$ cat src/hw/adc_pkg.sv
// Constants shared by the antenna driver control block.
// Assumes a 40 MHz system clock and a 13.56 MHz carrier reference.
package adc_pkg;

	// ==========================================================
	// Register map (byte offsets on the plain register port)
	localparam logic [7:0] ADC_OFS_DRV_CTRL = 8'h14;
	localparam logic [7:0] ADC_OFS_AUTO_CTRL = 8'h15;
	localparam logic [7:0] ADC_OFS_RX_MODE = 8'h1C;
	localparam logic [7:0] ADC_OFS_STATUS = 8'h1D;

	// Reset values
	localparam logic [7:0] ADC_RST_DRV_CTRL = 8'h80;
	localparam logic [7:0] ADC_RST_AUTO_CTRL = 8'h00;
	localparam logic [7:0] ADC_RST_RX_MODE = 8'h00;

	// ==========================================================
	// Driver control field positions
	localparam int ADC_B_INV2_ON = 7;
	localparam int ADC_B_INV1_ON = 6;
	localparam int ADC_B_INV2_OFF = 5;
	localparam int ADC_B_INV1_OFF = 4;
	localparam int ADC_B_CW2 = 3;
	localparam int ADC_B_CHECK = 2;
	localparam int ADC_B_EN2 = 1;
	localparam int ADC_B_EN1 = 0;
	// Readable bits (field check is write-only)
	localparam logic [7:0] ADC_MSK_DRV_CTRL = 8'hFB;

	// Auto control field positions
	localparam int ADC_B_AUTO_OFF = 7;
	localparam int ADC_B_FULL_ASK = 6;
	localparam int ADC_B_WAKE = 5;
	localparam int ADC_B_CA = 3;
	localparam int ADC_B_INIT = 2;
	localparam int ADC_B_AUTO2 = 1;
	localparam int ADC_B_AUTO1 = 0;
	// Bit 4 is reserved and reads zero
	localparam logic [7:0] ADC_MSK_AUTO_CTRL = 8'hEF;

	// Receive framing field
	localparam logic [7:0] ADC_MSK_RX_MODE = 8'h03;
	localparam logic [1:0] ADC_FRM_TYPE_A = 2'h0;
	localparam logic [1:0] ADC_FRM_ACTIVE = 2'h1;
	localparam logic [1:0] ADC_FRM_PASSIVE_HI = 2'h2;
	localparam logic [1:0] ADC_FRM_TYPE_B = 2'h3;

	// Driver source select encodings
	localparam logic [1:0] ADC_SRC_TRISTATE = 2'h0;
	localparam logic [1:0] ADC_SRC_CODER = 2'h1;
	localparam logic [1:0] ADC_SRC_SIGIN = 2'h2;
	localparam logic [1:0] ADC_SRC_HIGH = 2'h3;

	// Modulation depth code meaning full (100 %) ASK
	localparam logic [5:0] ADC_MOD_DEPTH_FULL = 6'h00;

	// ==========================================================
	// Timing, in carrier cycles, converted to system clock cycles
	localparam int ADC_MCLK_KHZ = 40000;
	localparam int ADC_FC_KHZ = 13560;
	localparam int ADC_INITIAL_DELAY_TIME_FC = 4096;
	localparam int ADC_ACTIVE_DELAY_TIME_FC = 768;
	localparam int ADC_TRFW_FC = 512;
	// Least times: round up
	localparam int ADC_INITIAL_DELAY_TIME_CYC =
		(ADC_INITIAL_DELAY_TIME_FC * ADC_MCLK_KHZ + ADC_FC_KHZ - 1) / ADC_FC_KHZ;
	localparam int ADC_ACTIVE_DELAY_TIME_CYC =
		(ADC_ACTIVE_DELAY_TIME_FC * ADC_MCLK_KHZ + ADC_FC_KHZ - 1) / ADC_FC_KHZ;
	localparam int ADC_TRFW_CYC =
		(ADC_TRFW_FC * ADC_MCLK_KHZ + ADC_FC_KHZ - 1) / ADC_FC_KHZ;

	// Auto switch-on sequencer
	typedef enum logic [1:0] {
		ADC_ST_IDLE,
		ADC_ST_INIT_WAIT,
		ADC_ST_FIELD_ON,
		ADC_ST_ADT_WAIT
	} adc_state_t;

endpackage

$ cat src/hw/adc_antenna_driver_control.sv
// Antenna driver control: registers, driver output shaping and the
// automatic switch-on/off sequencing for both antenna drivers.
// Assumes carrier, envelopes and transmit status come from logic on
// i_mclk; the external field indication is asynchronous.
//
// Function
// - Two-bit receive framing field selects type A, active, 212/424 or type B.
// - Control bit 7 inverts second driver output while it is enabled.
// - Control bit 6 inverts first driver output while it is enabled.
// - Control bit 5 inverts second driver output while it is disabled.
// - Control bit 4 inverts first driver output while it is disabled.
// - Continuous-carrier bit makes second driver send unmodulated carrier.
// - Writing field-check as one refuses enabling drivers when a field exists.
// - Control bit 1 makes second driver send carrier modulated by data.
// - Control bit 0 makes first driver send carrier modulated by data.
// - Auto-off bit switches all drivers off after the last sent bit.
// - Force-full-ASK bit applies 100 percent ASK whatever the depth setting.
// - Field-wake bit leaves soft power-down when the level detector fires.
// - Collision-avoid bit activates response avoidance with internal slot n.
// - Initial-avoid bit runs initial avoidance, self-clears once carrier on.
// - Second auto-enable switches driver on active delay after field off.
// - With initial avoid, second driver starts after field-free initial delay.
// - First auto-enable switches driver on active delay after field off.
// - With initial avoid, first driver starts after field-free initial delay.
// - Constant-high source level follows each driver's inversion settings.
//
// The implementer's own choice: the address-and-strobe port.
`timescale 1ns/1ps

module adc_antenna_driver_control
	import adc_pkg::*;
#(
	parameter int INITIAL_DELAY_TIME_CYCLES = ADC_INITIAL_DELAY_TIME_CYC,
	parameter int ACTIVE_DELAY_TIME_CYCLES = ADC_ACTIVE_DELAY_TIME_CYC,
	parameter int TRFW_CYCLES = ADC_TRFW_CYC,
	parameter int CNT_W = 16
)
(
	input wire logic i_mclk,
	input wire logic i_rst_n,
	input wire logic [7:0] i_addr,
	input wire logic [7:0] i_wdata,
	input wire logic i_wr,
	input wire logic i_rd,
	output logic [7:0] o_rdata,
	input wire logic i_carrier,
	input wire logic i_coder_env,
	input wire logic i_sigin_env,
	input wire logic [1:0] i_drv_source_select,
	input wire logic [5:0] i_modulation_depth_setting,
	input wire logic i_tx_last_bit_done,
	input wire logic i_ext_field,
	input wire logic i_soft_power_down,
	output logic o_first_antenna_driver,
	output logic o_first_antenna_driver_oe,
	output logic o_second_antenna_driver,
	output logic o_second_antenna_driver_oe,
	output logic [5:0] o_mod_depth,
	output logic o_field_wake,
	output logic [1:0] o_rx_frame_format,
	output logic o_collision_avoid_enable,
	output logic [1:0] o_slot_n
);

	// ==========================================================
	// Field detector synchroniser
	logic [2:0] field_sync_q;
	logic field_q;
	logic field_prev_q;
	logic field_fall;
	logic field_rise;

	// Three stages; level accepted once stages two and three agree
	always_ff @(posedge i_mclk)
	begin
		if (!i_rst_n)
			field_sync_q <= 3'h0;
		else
			field_sync_q <= {field_sync_q[1:0], i_ext_field};
	end

	always_ff @(posedge i_mclk)
	begin
		if (!i_rst_n)
		begin
			field_q <= 1'b0;
			field_prev_q <= 1'b0;
		end
		else
		begin
			if (field_sync_q[1] == field_sync_q[2])
				field_q <= field_sync_q[2];
			field_prev_q <= field_q;
		end
	end

	assign field_fall = field_prev_q && !field_q;
	assign field_rise = !field_prev_q && field_q;

	// ==========================================================
	// Register storage and decode
	logic [7:0] drv_ctrl_q;
	logic [7:0] auto_ctrl_q;
	logic [1:0] rx_frame_q;
	logic wr_drv;
	logic wr_auto;
	logic refuse_en;
	logic [1:0] en_sw;
	logic [1:0] en_set;
	logic [1:0] en_clr;
	logic init_clr;
	adc_state_t state_q;
	logic [CNT_W-1:0] cnt_q;
	logic [1:0] slot_q;
	logic [3:0] lfsr_q;

	assign wr_drv = i_wr && (i_addr == ADC_OFS_DRV_CTRL);
	assign wr_auto = i_wr && (i_addr == ADC_OFS_AUTO_CTRL);

	// field check refusal
	// Only setting is refused; clearing an enable always goes through
	assign refuse_en = i_wdata[ADC_B_CHECK] && field_q;

	// Software view of the enable bits after this cycle's write
	always_comb
	begin
		en_sw = drv_ctrl_q[ADC_B_EN2:ADC_B_EN1];
		if (wr_drv)
		begin
			if (refuse_en)
				en_sw = en_sw & i_wdata[ADC_B_EN2:ADC_B_EN1];
			else
				en_sw = i_wdata[ADC_B_EN2:ADC_B_EN1];
		end
	end

	// auto switch-off after the last transmitted bit
	assign en_clr = (auto_ctrl_q[ADC_B_AUTO_OFF] && i_tx_last_bit_done) ?
		2'h3 : 2'h0;

	// Driver control register; hardware set wins over any clear
	always_ff @(posedge i_mclk)
	begin
		if (!i_rst_n)
			drv_ctrl_q <= ADC_RST_DRV_CTRL;
		else
		begin
			if (wr_drv)
			begin
				drv_ctrl_q[7:ADC_B_CW2] <= i_wdata[7:ADC_B_CW2];
				drv_ctrl_q[ADC_B_CHECK] <= i_wdata[ADC_B_CHECK];
			end
			drv_ctrl_q[ADC_B_EN2:ADC_B_EN1] <= (en_sw & ~en_clr) | en_set;
		end
	end

	// initial avoid bit clears itself when the carrier comes on
	assign init_clr = (state_q == ADC_ST_INIT_WAIT) && (en_set != 2'h0);

	// Auto control register; a software set beats the self-clear
	always_ff @(posedge i_mclk)
	begin
		if (!i_rst_n)
			auto_ctrl_q <= ADC_RST_AUTO_CTRL;
		else if (wr_auto)
			auto_ctrl_q <= i_wdata & ADC_MSK_AUTO_CTRL;
		else if (init_clr)
			auto_ctrl_q[ADC_B_INIT] <= 1'b0;
	end

	always_ff @(posedge i_mclk)
	begin
		if (!i_rst_n)
			rx_frame_q <= ADC_RST_RX_MODE[1:0];
		else if (i_wr && (i_addr == ADC_OFS_RX_MODE))
			rx_frame_q <= i_wdata[1:0];
	end

	// ==========================================================
	// Register read port, data valid the cycle after the strobe
	always_ff @(posedge i_mclk)
	begin
		if (!i_rst_n)
			o_rdata <= 8'h00;
		else if (i_rd)
		begin
			case (i_addr)
				ADC_OFS_DRV_CTRL:
					o_rdata <= drv_ctrl_q & ADC_MSK_DRV_CTRL;
				ADC_OFS_AUTO_CTRL:
					o_rdata <= auto_ctrl_q;
				ADC_OFS_RX_MODE:
					o_rdata <= {6'h00, rx_frame_q};
				ADC_OFS_STATUS:
					o_rdata <= {field_q, 1'b0, slot_q, cnt_q != '0,
						1'b0, state_q};
				default:
					o_rdata <= 8'h00;
			endcase
		end
		else
			o_rdata <= 8'h00;
	end

	// ==========================================================
	// Response collision avoidance slot draw
	// A free-running LFSR stands in for a random source; n in 0..3
	always_ff @(posedge i_mclk)
	begin
		if (!i_rst_n)
			lfsr_q <= 4'h1;
		else
			lfsr_q <= {lfsr_q[2:0], lfsr_q[3] ^ lfsr_q[2]};
	end

	// draw n each time the remote field drops
	always_ff @(posedge i_mclk)
	begin
		if (!i_rst_n)
			slot_q <= 2'h0;
		else if (field_fall && auto_ctrl_q[ADC_B_CA])
			slot_q <= lfsr_q[1:0];
		else if (!auto_ctrl_q[ADC_B_CA])
			slot_q <= 2'h0;
	end

	// ==========================================================
	// Automatic switch-on sequencer
	logic [1:0] auto_en;
	logic [CNT_W-1:0] adt_target;
	logic [CNT_W-1:0] idt_target;

	// only drivers flagged by software are switched on
	assign auto_en = auto_ctrl_q[ADC_B_AUTO2:ADC_B_AUTO1];

	// delay lengths; response avoidance adds n wait slots
	assign idt_target = CNT_W'(INITIAL_DELAY_TIME_CYCLES);
	assign adt_target = CNT_W'(ACTIVE_DELAY_TIME_CYCLES) +
		(auto_ctrl_q[ADC_B_CA] ?
		CNT_W'(slot_q) * CNT_W'(TRFW_CYCLES) : '0);

	always_ff @(posedge i_mclk)
	begin
		if (!i_rst_n)
		begin
			state_q <= ADC_ST_IDLE;
			cnt_q <= '0;
		end
		else
		begin
			case (state_q)
				ADC_ST_IDLE:
				begin
					cnt_q <= '0;
					// initial avoidance arms at once, whatever the field level
					// same arming for the first driver
					if (auto_ctrl_q[ADC_B_INIT] && auto_en != 2'h0)
						state_q <= ADC_ST_INIT_WAIT;
					else if (auto_en != 2'h0 && field_q)
						state_q <= ADC_ST_FIELD_ON;
				end
				ADC_ST_INIT_WAIT:
				begin
					// Any field sighting restarts the quiet window
					if (!auto_ctrl_q[ADC_B_INIT] || auto_en == 2'h0)
						state_q <= ADC_ST_IDLE;
					else if (field_q)
						cnt_q <= '0;
					else if (cnt_q >= idt_target - 1'b1)
						state_q <= ADC_ST_IDLE;
					else
						cnt_q <= cnt_q + 1'b1;
				end
				ADC_ST_FIELD_ON:
				begin
					cnt_q <= '0;
					if (auto_en == 2'h0)
						state_q <= ADC_ST_IDLE;
					else if (field_fall)
						state_q <= ADC_ST_ADT_WAIT;
				end
				ADC_ST_ADT_WAIT:
				begin
					// wait the active delay after the field drops
					// same delay for the first driver
					// A returning field aborts; the peer still talks
					if (auto_en == 2'h0)
						state_q <= ADC_ST_IDLE;
					else if (field_rise)
						state_q <= ADC_ST_FIELD_ON;
					else if (cnt_q >= adt_target - 1'b1)
						state_q <= ADC_ST_IDLE;
					else
						cnt_q <= cnt_q + 1'b1;
				end
				default:
				begin
					state_q <= ADC_ST_IDLE;
					cnt_q <= '0;
				end
			endcase
		end
	end

	// Switch-on pulse at the end of either delay
	always_comb
	begin
		en_set = 2'h0;
		if (state_q == ADC_ST_INIT_WAIT && auto_ctrl_q[ADC_B_INIT]
			&& !field_q && cnt_q >= idt_target - 1'b1)
			en_set = auto_en;
		else if (state_q == ADC_ST_ADT_WAIT && !field_rise
			&& cnt_q >= adt_target - 1'b1)
			en_set = auto_en;
	end

	// ==========================================================
	// Driver output shaping, one slice per driver
	logic [1:0] drv_en;
	logic [1:0] inv_on;
	logic [1:0] inv_off;
	logic [1:0] cw;
	logic env;
	logic [1:0] drv_d;
	logic drv_oe_d;

	assign drv_en = drv_ctrl_q[ADC_B_EN2:ADC_B_EN1];
	assign inv_on = {drv_ctrl_q[ADC_B_INV2_ON], drv_ctrl_q[ADC_B_INV1_ON]};
	assign inv_off = {drv_ctrl_q[ADC_B_INV2_OFF],
		drv_ctrl_q[ADC_B_INV1_OFF]};
	// continuous carrier applies to the second driver only
	assign cw = {drv_ctrl_q[ADC_B_CW2], 1'b0};

	// Envelope chosen by source select; high gives a steady level
	always_comb
	begin
		case (i_drv_source_select)
			ADC_SRC_CODER:
				env = i_coder_env;
			ADC_SRC_SIGIN:
				env = i_sigin_env;
			// constant high, then shaped by the inversion bits
			ADC_SRC_HIGH:
				env = 1'b1;
			default:
				env = 1'b0;
		endcase
	end

	assign drv_oe_d = (i_drv_source_select != ADC_SRC_TRISTATE);

	genvar g;
	generate
		for (g = 0; g < 2; g++)
		begin : g_drv
			logic raw;
			// enabled second driver sends modulated carrier, or plain carrier when the continuous-carrier bit is set
			// enabled first driver sends modulated carrier
			assign raw = drv_en[g] &&
				(cw[g] ? i_carrier : (i_carrier && env));
			assign drv_d[g] = raw ^ (drv_en[g] ? inv_on[g] : inv_off[g]);
		end
	endgenerate

	// Registered driver pins; one cycle late against the carrier input
	always_ff @(posedge i_mclk)
	begin
		if (!i_rst_n)
		begin
			o_first_antenna_driver <= 1'b0;
			o_second_antenna_driver <= 1'b0;
			o_first_antenna_driver_oe <= 1'b0;
			o_second_antenna_driver_oe <= 1'b0;
		end
		else
		begin
			o_first_antenna_driver <= drv_d[0];
			o_second_antenna_driver <= drv_d[1];
			o_first_antenna_driver_oe <= drv_oe_d;
			o_second_antenna_driver_oe <= drv_oe_d;
		end
	end

	// ==========================================================
	// Status outputs toward the modulator, receiver and power control
	always_ff @(posedge i_mclk)
	begin
		if (!i_rst_n)
		begin
			o_mod_depth <= 6'h00;
			o_field_wake <= 1'b0;
			o_rx_frame_format <= ADC_FRM_TYPE_A;
			o_collision_avoid_enable <= 1'b0;
			o_slot_n <= 2'h0;
		end
		else
		begin
			// forced full ASK overrides the depth setting
			o_mod_depth <= auto_ctrl_q[ADC_B_FULL_ASK] ?
				ADC_MOD_DEPTH_FULL : i_modulation_depth_setting;
			// one-cycle wake request on a rising field level
			o_field_wake <= auto_ctrl_q[ADC_B_WAKE] &&
				i_soft_power_down && field_rise;
			o_rx_frame_format <= rx_frame_q;
			// response avoidance active with its slot count
			o_collision_avoid_enable <= auto_ctrl_q[ADC_B_CA];
			o_slot_n <= auto_ctrl_q[ADC_B_CA] ? slot_q : 2'h0;
		end
	end

endmodule

$ cat config.mk
export PLATFORM = sky130hd
export DESIGN_NAME = adc_antenna_driver_control
export DESIGN_NICKNAME = d
export VERILOG_FILES = /design/src/hw/adc_pkg.sv /design/src/hw/adc_antenna_driver_control.sv
export SDC_FILE = /design/constraint.sdc
export NUM_CORES = 1
export LEC_CHECK = 0
export ABC_CLOCK_PERIOD_IN_PS = 3800
export BUFFER_PORTS_ARGS = -buffer_cell sky130_fd_sc_hd__buf_4
export CORE_MARGIN = 3
export CORE_UTILIZATION = 55
export CTS_BUF_LIST = sky130_fd_sc_hd__clkbuf_8
export DETAILED_ROUTE_END_ITERATION = 10
export PLACE_DENSITY = 0.78
export SETUP_SLACK_MARGIN = 0.3
export SYNTH_ARGS = -nofsm -noshare
export SYNTH_HDL_FRONTEND = slang
export SYNTH_SLANG_ARGS = --single-unit
export TNS_END_PERCENT = 50
$ cat constraint.sdc
create_clock -name i_mclk -period 3.8 [get_ports i_mclk]
set_input_delay 0.76 -clock i_mclk [delete_from_list [all_inputs] [get_ports i_mclk]]
set_output_delay 0.76 -clock i_mclk [all_outputs]
set_load 0.005 [all_outputs]
==> flow_metrics.tcl <==
set metrics [dict create \
    grt_use_total 0.228 \
    synth.cell_area_um2 3620 \
    post-route-period-util 0.874 \
    cp_slowest_cell "or4_4" \
    synthArstFlopShare 0 \
    die-area_um2 7590 \
    syn_to_final_growth_pct 16.9 \
    detail_route.wl_per_cell_um 15.6 \
    cap_viol_max_count 0 \
    ys_ff_latch 68 \
    io_pins 58 \
    busiest_layer "met2" \
    cts_buffers 9 \
    drt_pre_antenna_iters 4 \
    crit_fanout 10 \
    hold_violations 0 \
    status "completed" \
    max_stage_delay_ns 0.58 \
    path_cells "inv_1 > ha_1 > or2_2 > a21oi_1 > nand2_1 > o21ai_0 > nand2_1 > ha_1 > nand3_1 > a21boi_0 > o31a_1 > or4_4 > a32oi_2 > o21ai_0" \
    drive_gt1_frac 0.212 \
    use_met3 0.0511 \
    antenna_cells 0 \
    clock-sinks 68 \
    slew_headroom 0.397 \
    seq_area_um2 1370 \
    nets 508 \
    avgSynthCellArea_um2 8.96 \
    grt_pass1_vias 2895 \
    clk_path_buf_depth 2 \
    powerDensity_nw_per_um2 308 \
    maxSlewViolCount 0 \
    final_util 0.690 \
    fin_worst_skew_ns 0.00955 \
    timing.final.ws_setup_ns 0.480 \
    clk_latency_ns 0.35 \
    drt_wl_total_um 8340 \
    hold_class "reg2reg" \
    synth.distinct_cells 57 \
    die_h_um 87.1 \
    crit_path_end_kind "register" \
    synth_fp_nets 459 \
    dp_slack_ns 0.149 \
    cp.required_ns 4.01 \
    min_period_ns 3.32 \
    synth_flop_cell "dfxtp_1" \
    holdBufCountCts 0 \
    tightest_slew_ns 0.905 \
    vias 3109 \
    place.gp.congestion 0.871 \
    nFillCells 471 \
    tns_ns 0 \
    rsz0062_at_grt "no" \
    drcViolationCount 0 \
    syn_inst 404 \
    cts_tree "built" \
    criticalPathCategory "reg2reg" \
    met2_usage 0.357 \
    post-cts-setup-buffers 0 \
    start_kind "register" \
    grt_pass1_wl_um 13600 \
    h-tree-depth 3 \
    start_util 0.591 \
    yosys_warnings 0 \
    p_leak_nw 1.80 \
    max_freq_ghz 0.301 \
    postRouteAntennaNets 0 \
    vias_per_cell 5.83 \
    hpwl_um 6100 \
    path_clk_slew_ns 0.07 \
    grt-ovfl-total 0 \
    ir_drop_mv 0.304 \
    antenna_found_initial 0 \
    num_rows 28 \
    arrival_ns 3.53 \
    grt_max_degree 39 \
    synth-seq-area-share 0.376 \
    coreArea_um2 6130 \
    synth_edf_count 0 \
    drtIter0Drc 219 \
    io_buffers 57 \
    die_w_um 87.1 \
    multi_input_area_um2 2130 \
    setup_violations 0 \
    clock-root-buffer "clkbuf_8" \
    grtUsageMet1 0.303 \
    cts_resized 1 \
]
-- area by class of cell --
type,instances,share of cell area
inverters,7,0.00621
repair buffers,59,0.105
clock buffers,10,0.0325
clock inverters,6,0.00739
multi-input cells,308,0.504
well taps,75,0.0222
flip-flops and latches,68,0.323
-- final timing paths --
kind	to	cells after the start	from	slack, ns
max	drv_ctrl_q[0]	14	slot_q[0]	0.48
min	field_sync_q[1]	1	field_sync_q[0]	0.44
max reg2reg	drv_ctrl_q[0]	14	slot_q[0]	0.48
min reg2reg	field_sync_q[1]	1	field_sync_q[0]	0.44
-- state kept, by name, summed over array words and instances (netlist names), 3 cells and up --
name,cells
o_mod_depth,6
field_sync_q,3
auto_ctrl_q,7
drv_ctrl_q,7
lfsr_q,4
cnt_q,16
o_rdata,8
-- kinds of logic (layout without fill, tap and decap cells) --
logic type	Yosys count	after routing	synth area share
buffers and inverters	28	82	0.0435
DFF	68	68	0.376
muxes	32	32	0.0974
and+or+nand+nor	178	178	0.265
adders and majority gates	21	21	0.0726
xor gates and xnor gates	7	7	0.0169
AOI/OAI and AO/OA	70	70	0.129
-- worst max-delay path, delay by kind of cell (launching register included) --
kind	cells	cell delay, ns
adders and majority gates	2	0.53
and+or+nand+nor	5	1.16
AOI/OAI and AO/OA	6	0.99
buffers and inverters	1	0.12
DFF	1	0.40
-- power breakdown --
part	leakage [nW]	total (W)	switching, W	internal (W)
logic	1.15	0.0000644	0.0000254	0.0000390
clock network	0.0930	0.000515	0.000268	0.000247
registers	0.552	0.000724	0.00000350	0.000720
total	1.80	0.00130	0.000297	0.00101
-- layer usage --
| metal | wire (µm) | up-vias | share of wire |
|---|---|---|---|
| met5 | 0 | - | 0 |
| met4 | 144 | 0 | 0.017 |
| li1 | - | 1519 | - |
| met2 | 4010 | 91 | 0.48 |
| met1 | 3660 | 1487 | 0.44 |
| met3 | 524 | 12 | 0.063 |
-- Yosys cell counts (all sizes together) (5+ instances only) --
| library cell | instances | area share |
|---|---|---|
| a21boi | 6 | 0.012 |
| a21oi | 26 | 0.044 |
| and2 | 21 | 0.037 |
| and3 | 5 | 0.0086 |
| buf | 10 | 0.025 |
| clkbuf | 11 | 0.011 |
| dfxtp | 68 | 0.38 |
| ha | 21 | 0.073 |
| inv | 7 | 0.0073 |
| mux2i | 30 | 0.083 |
| nand2 | 36 | 0.037 |
| nand2b | 13 | 0.022 |
| nand3 | 24 | 0.035 |
| nand4 | 6 | 0.010 |
| nor2 | 25 | 0.026 |
| nor2b | 18 | 0.031 |
| nor3 | 6 | 0.0083 |
| o21ai | 17 | 0.023 |
| xnor2 | 5 | 0.012 |
-- cells in the final DEF (no fill, tap or decap), types with 2 or more instances in the layout --
master / n
dfxtp_1: 66
buf_4: 59
nand2_1: 36
mux2i_1: 30
nor2_1: 25
nand3_1: 23
and2_1: 20
ha_1: 20
a21oi_1: 19
nor2b_1: 18
o21ai_0: 16
nand2b_1: 13
clkbuf_8: 10
inv_1: 8
a21oi_2: 6
a21boi_0: 6
nand4_1: 6
nor3_1: 6
and3_1: 5
xnor2_1: 5
nand3b_1: 4
nor4_1: 4
a31oi_1: 4
clkinv_2: 4
or2_2: 3
xor2_1: 2
or3_1: 2
nor3b_1: 2
a21o_1: 2
o211ai_1: 2
o21a_1: 2
o221ai_1: 2
mux4_1: 2
-- per-stage QoR --
step	hold slack, ns	area (µm²)	total power, W	cells
2_1_floorplan	0.412	3620	0.000766	404
3_3_place_gp	0.424	4030	0.000804	517
3_5_place_dp	0.430	4030	0.000805	517
4_1_cts	0.446	4200	0.00131	533
5_1_grt	0.461	4230	0.00135	533
6_report	0.441	4230	0.00130	533
Note: power is estimated with default switching activity, not from simulation.
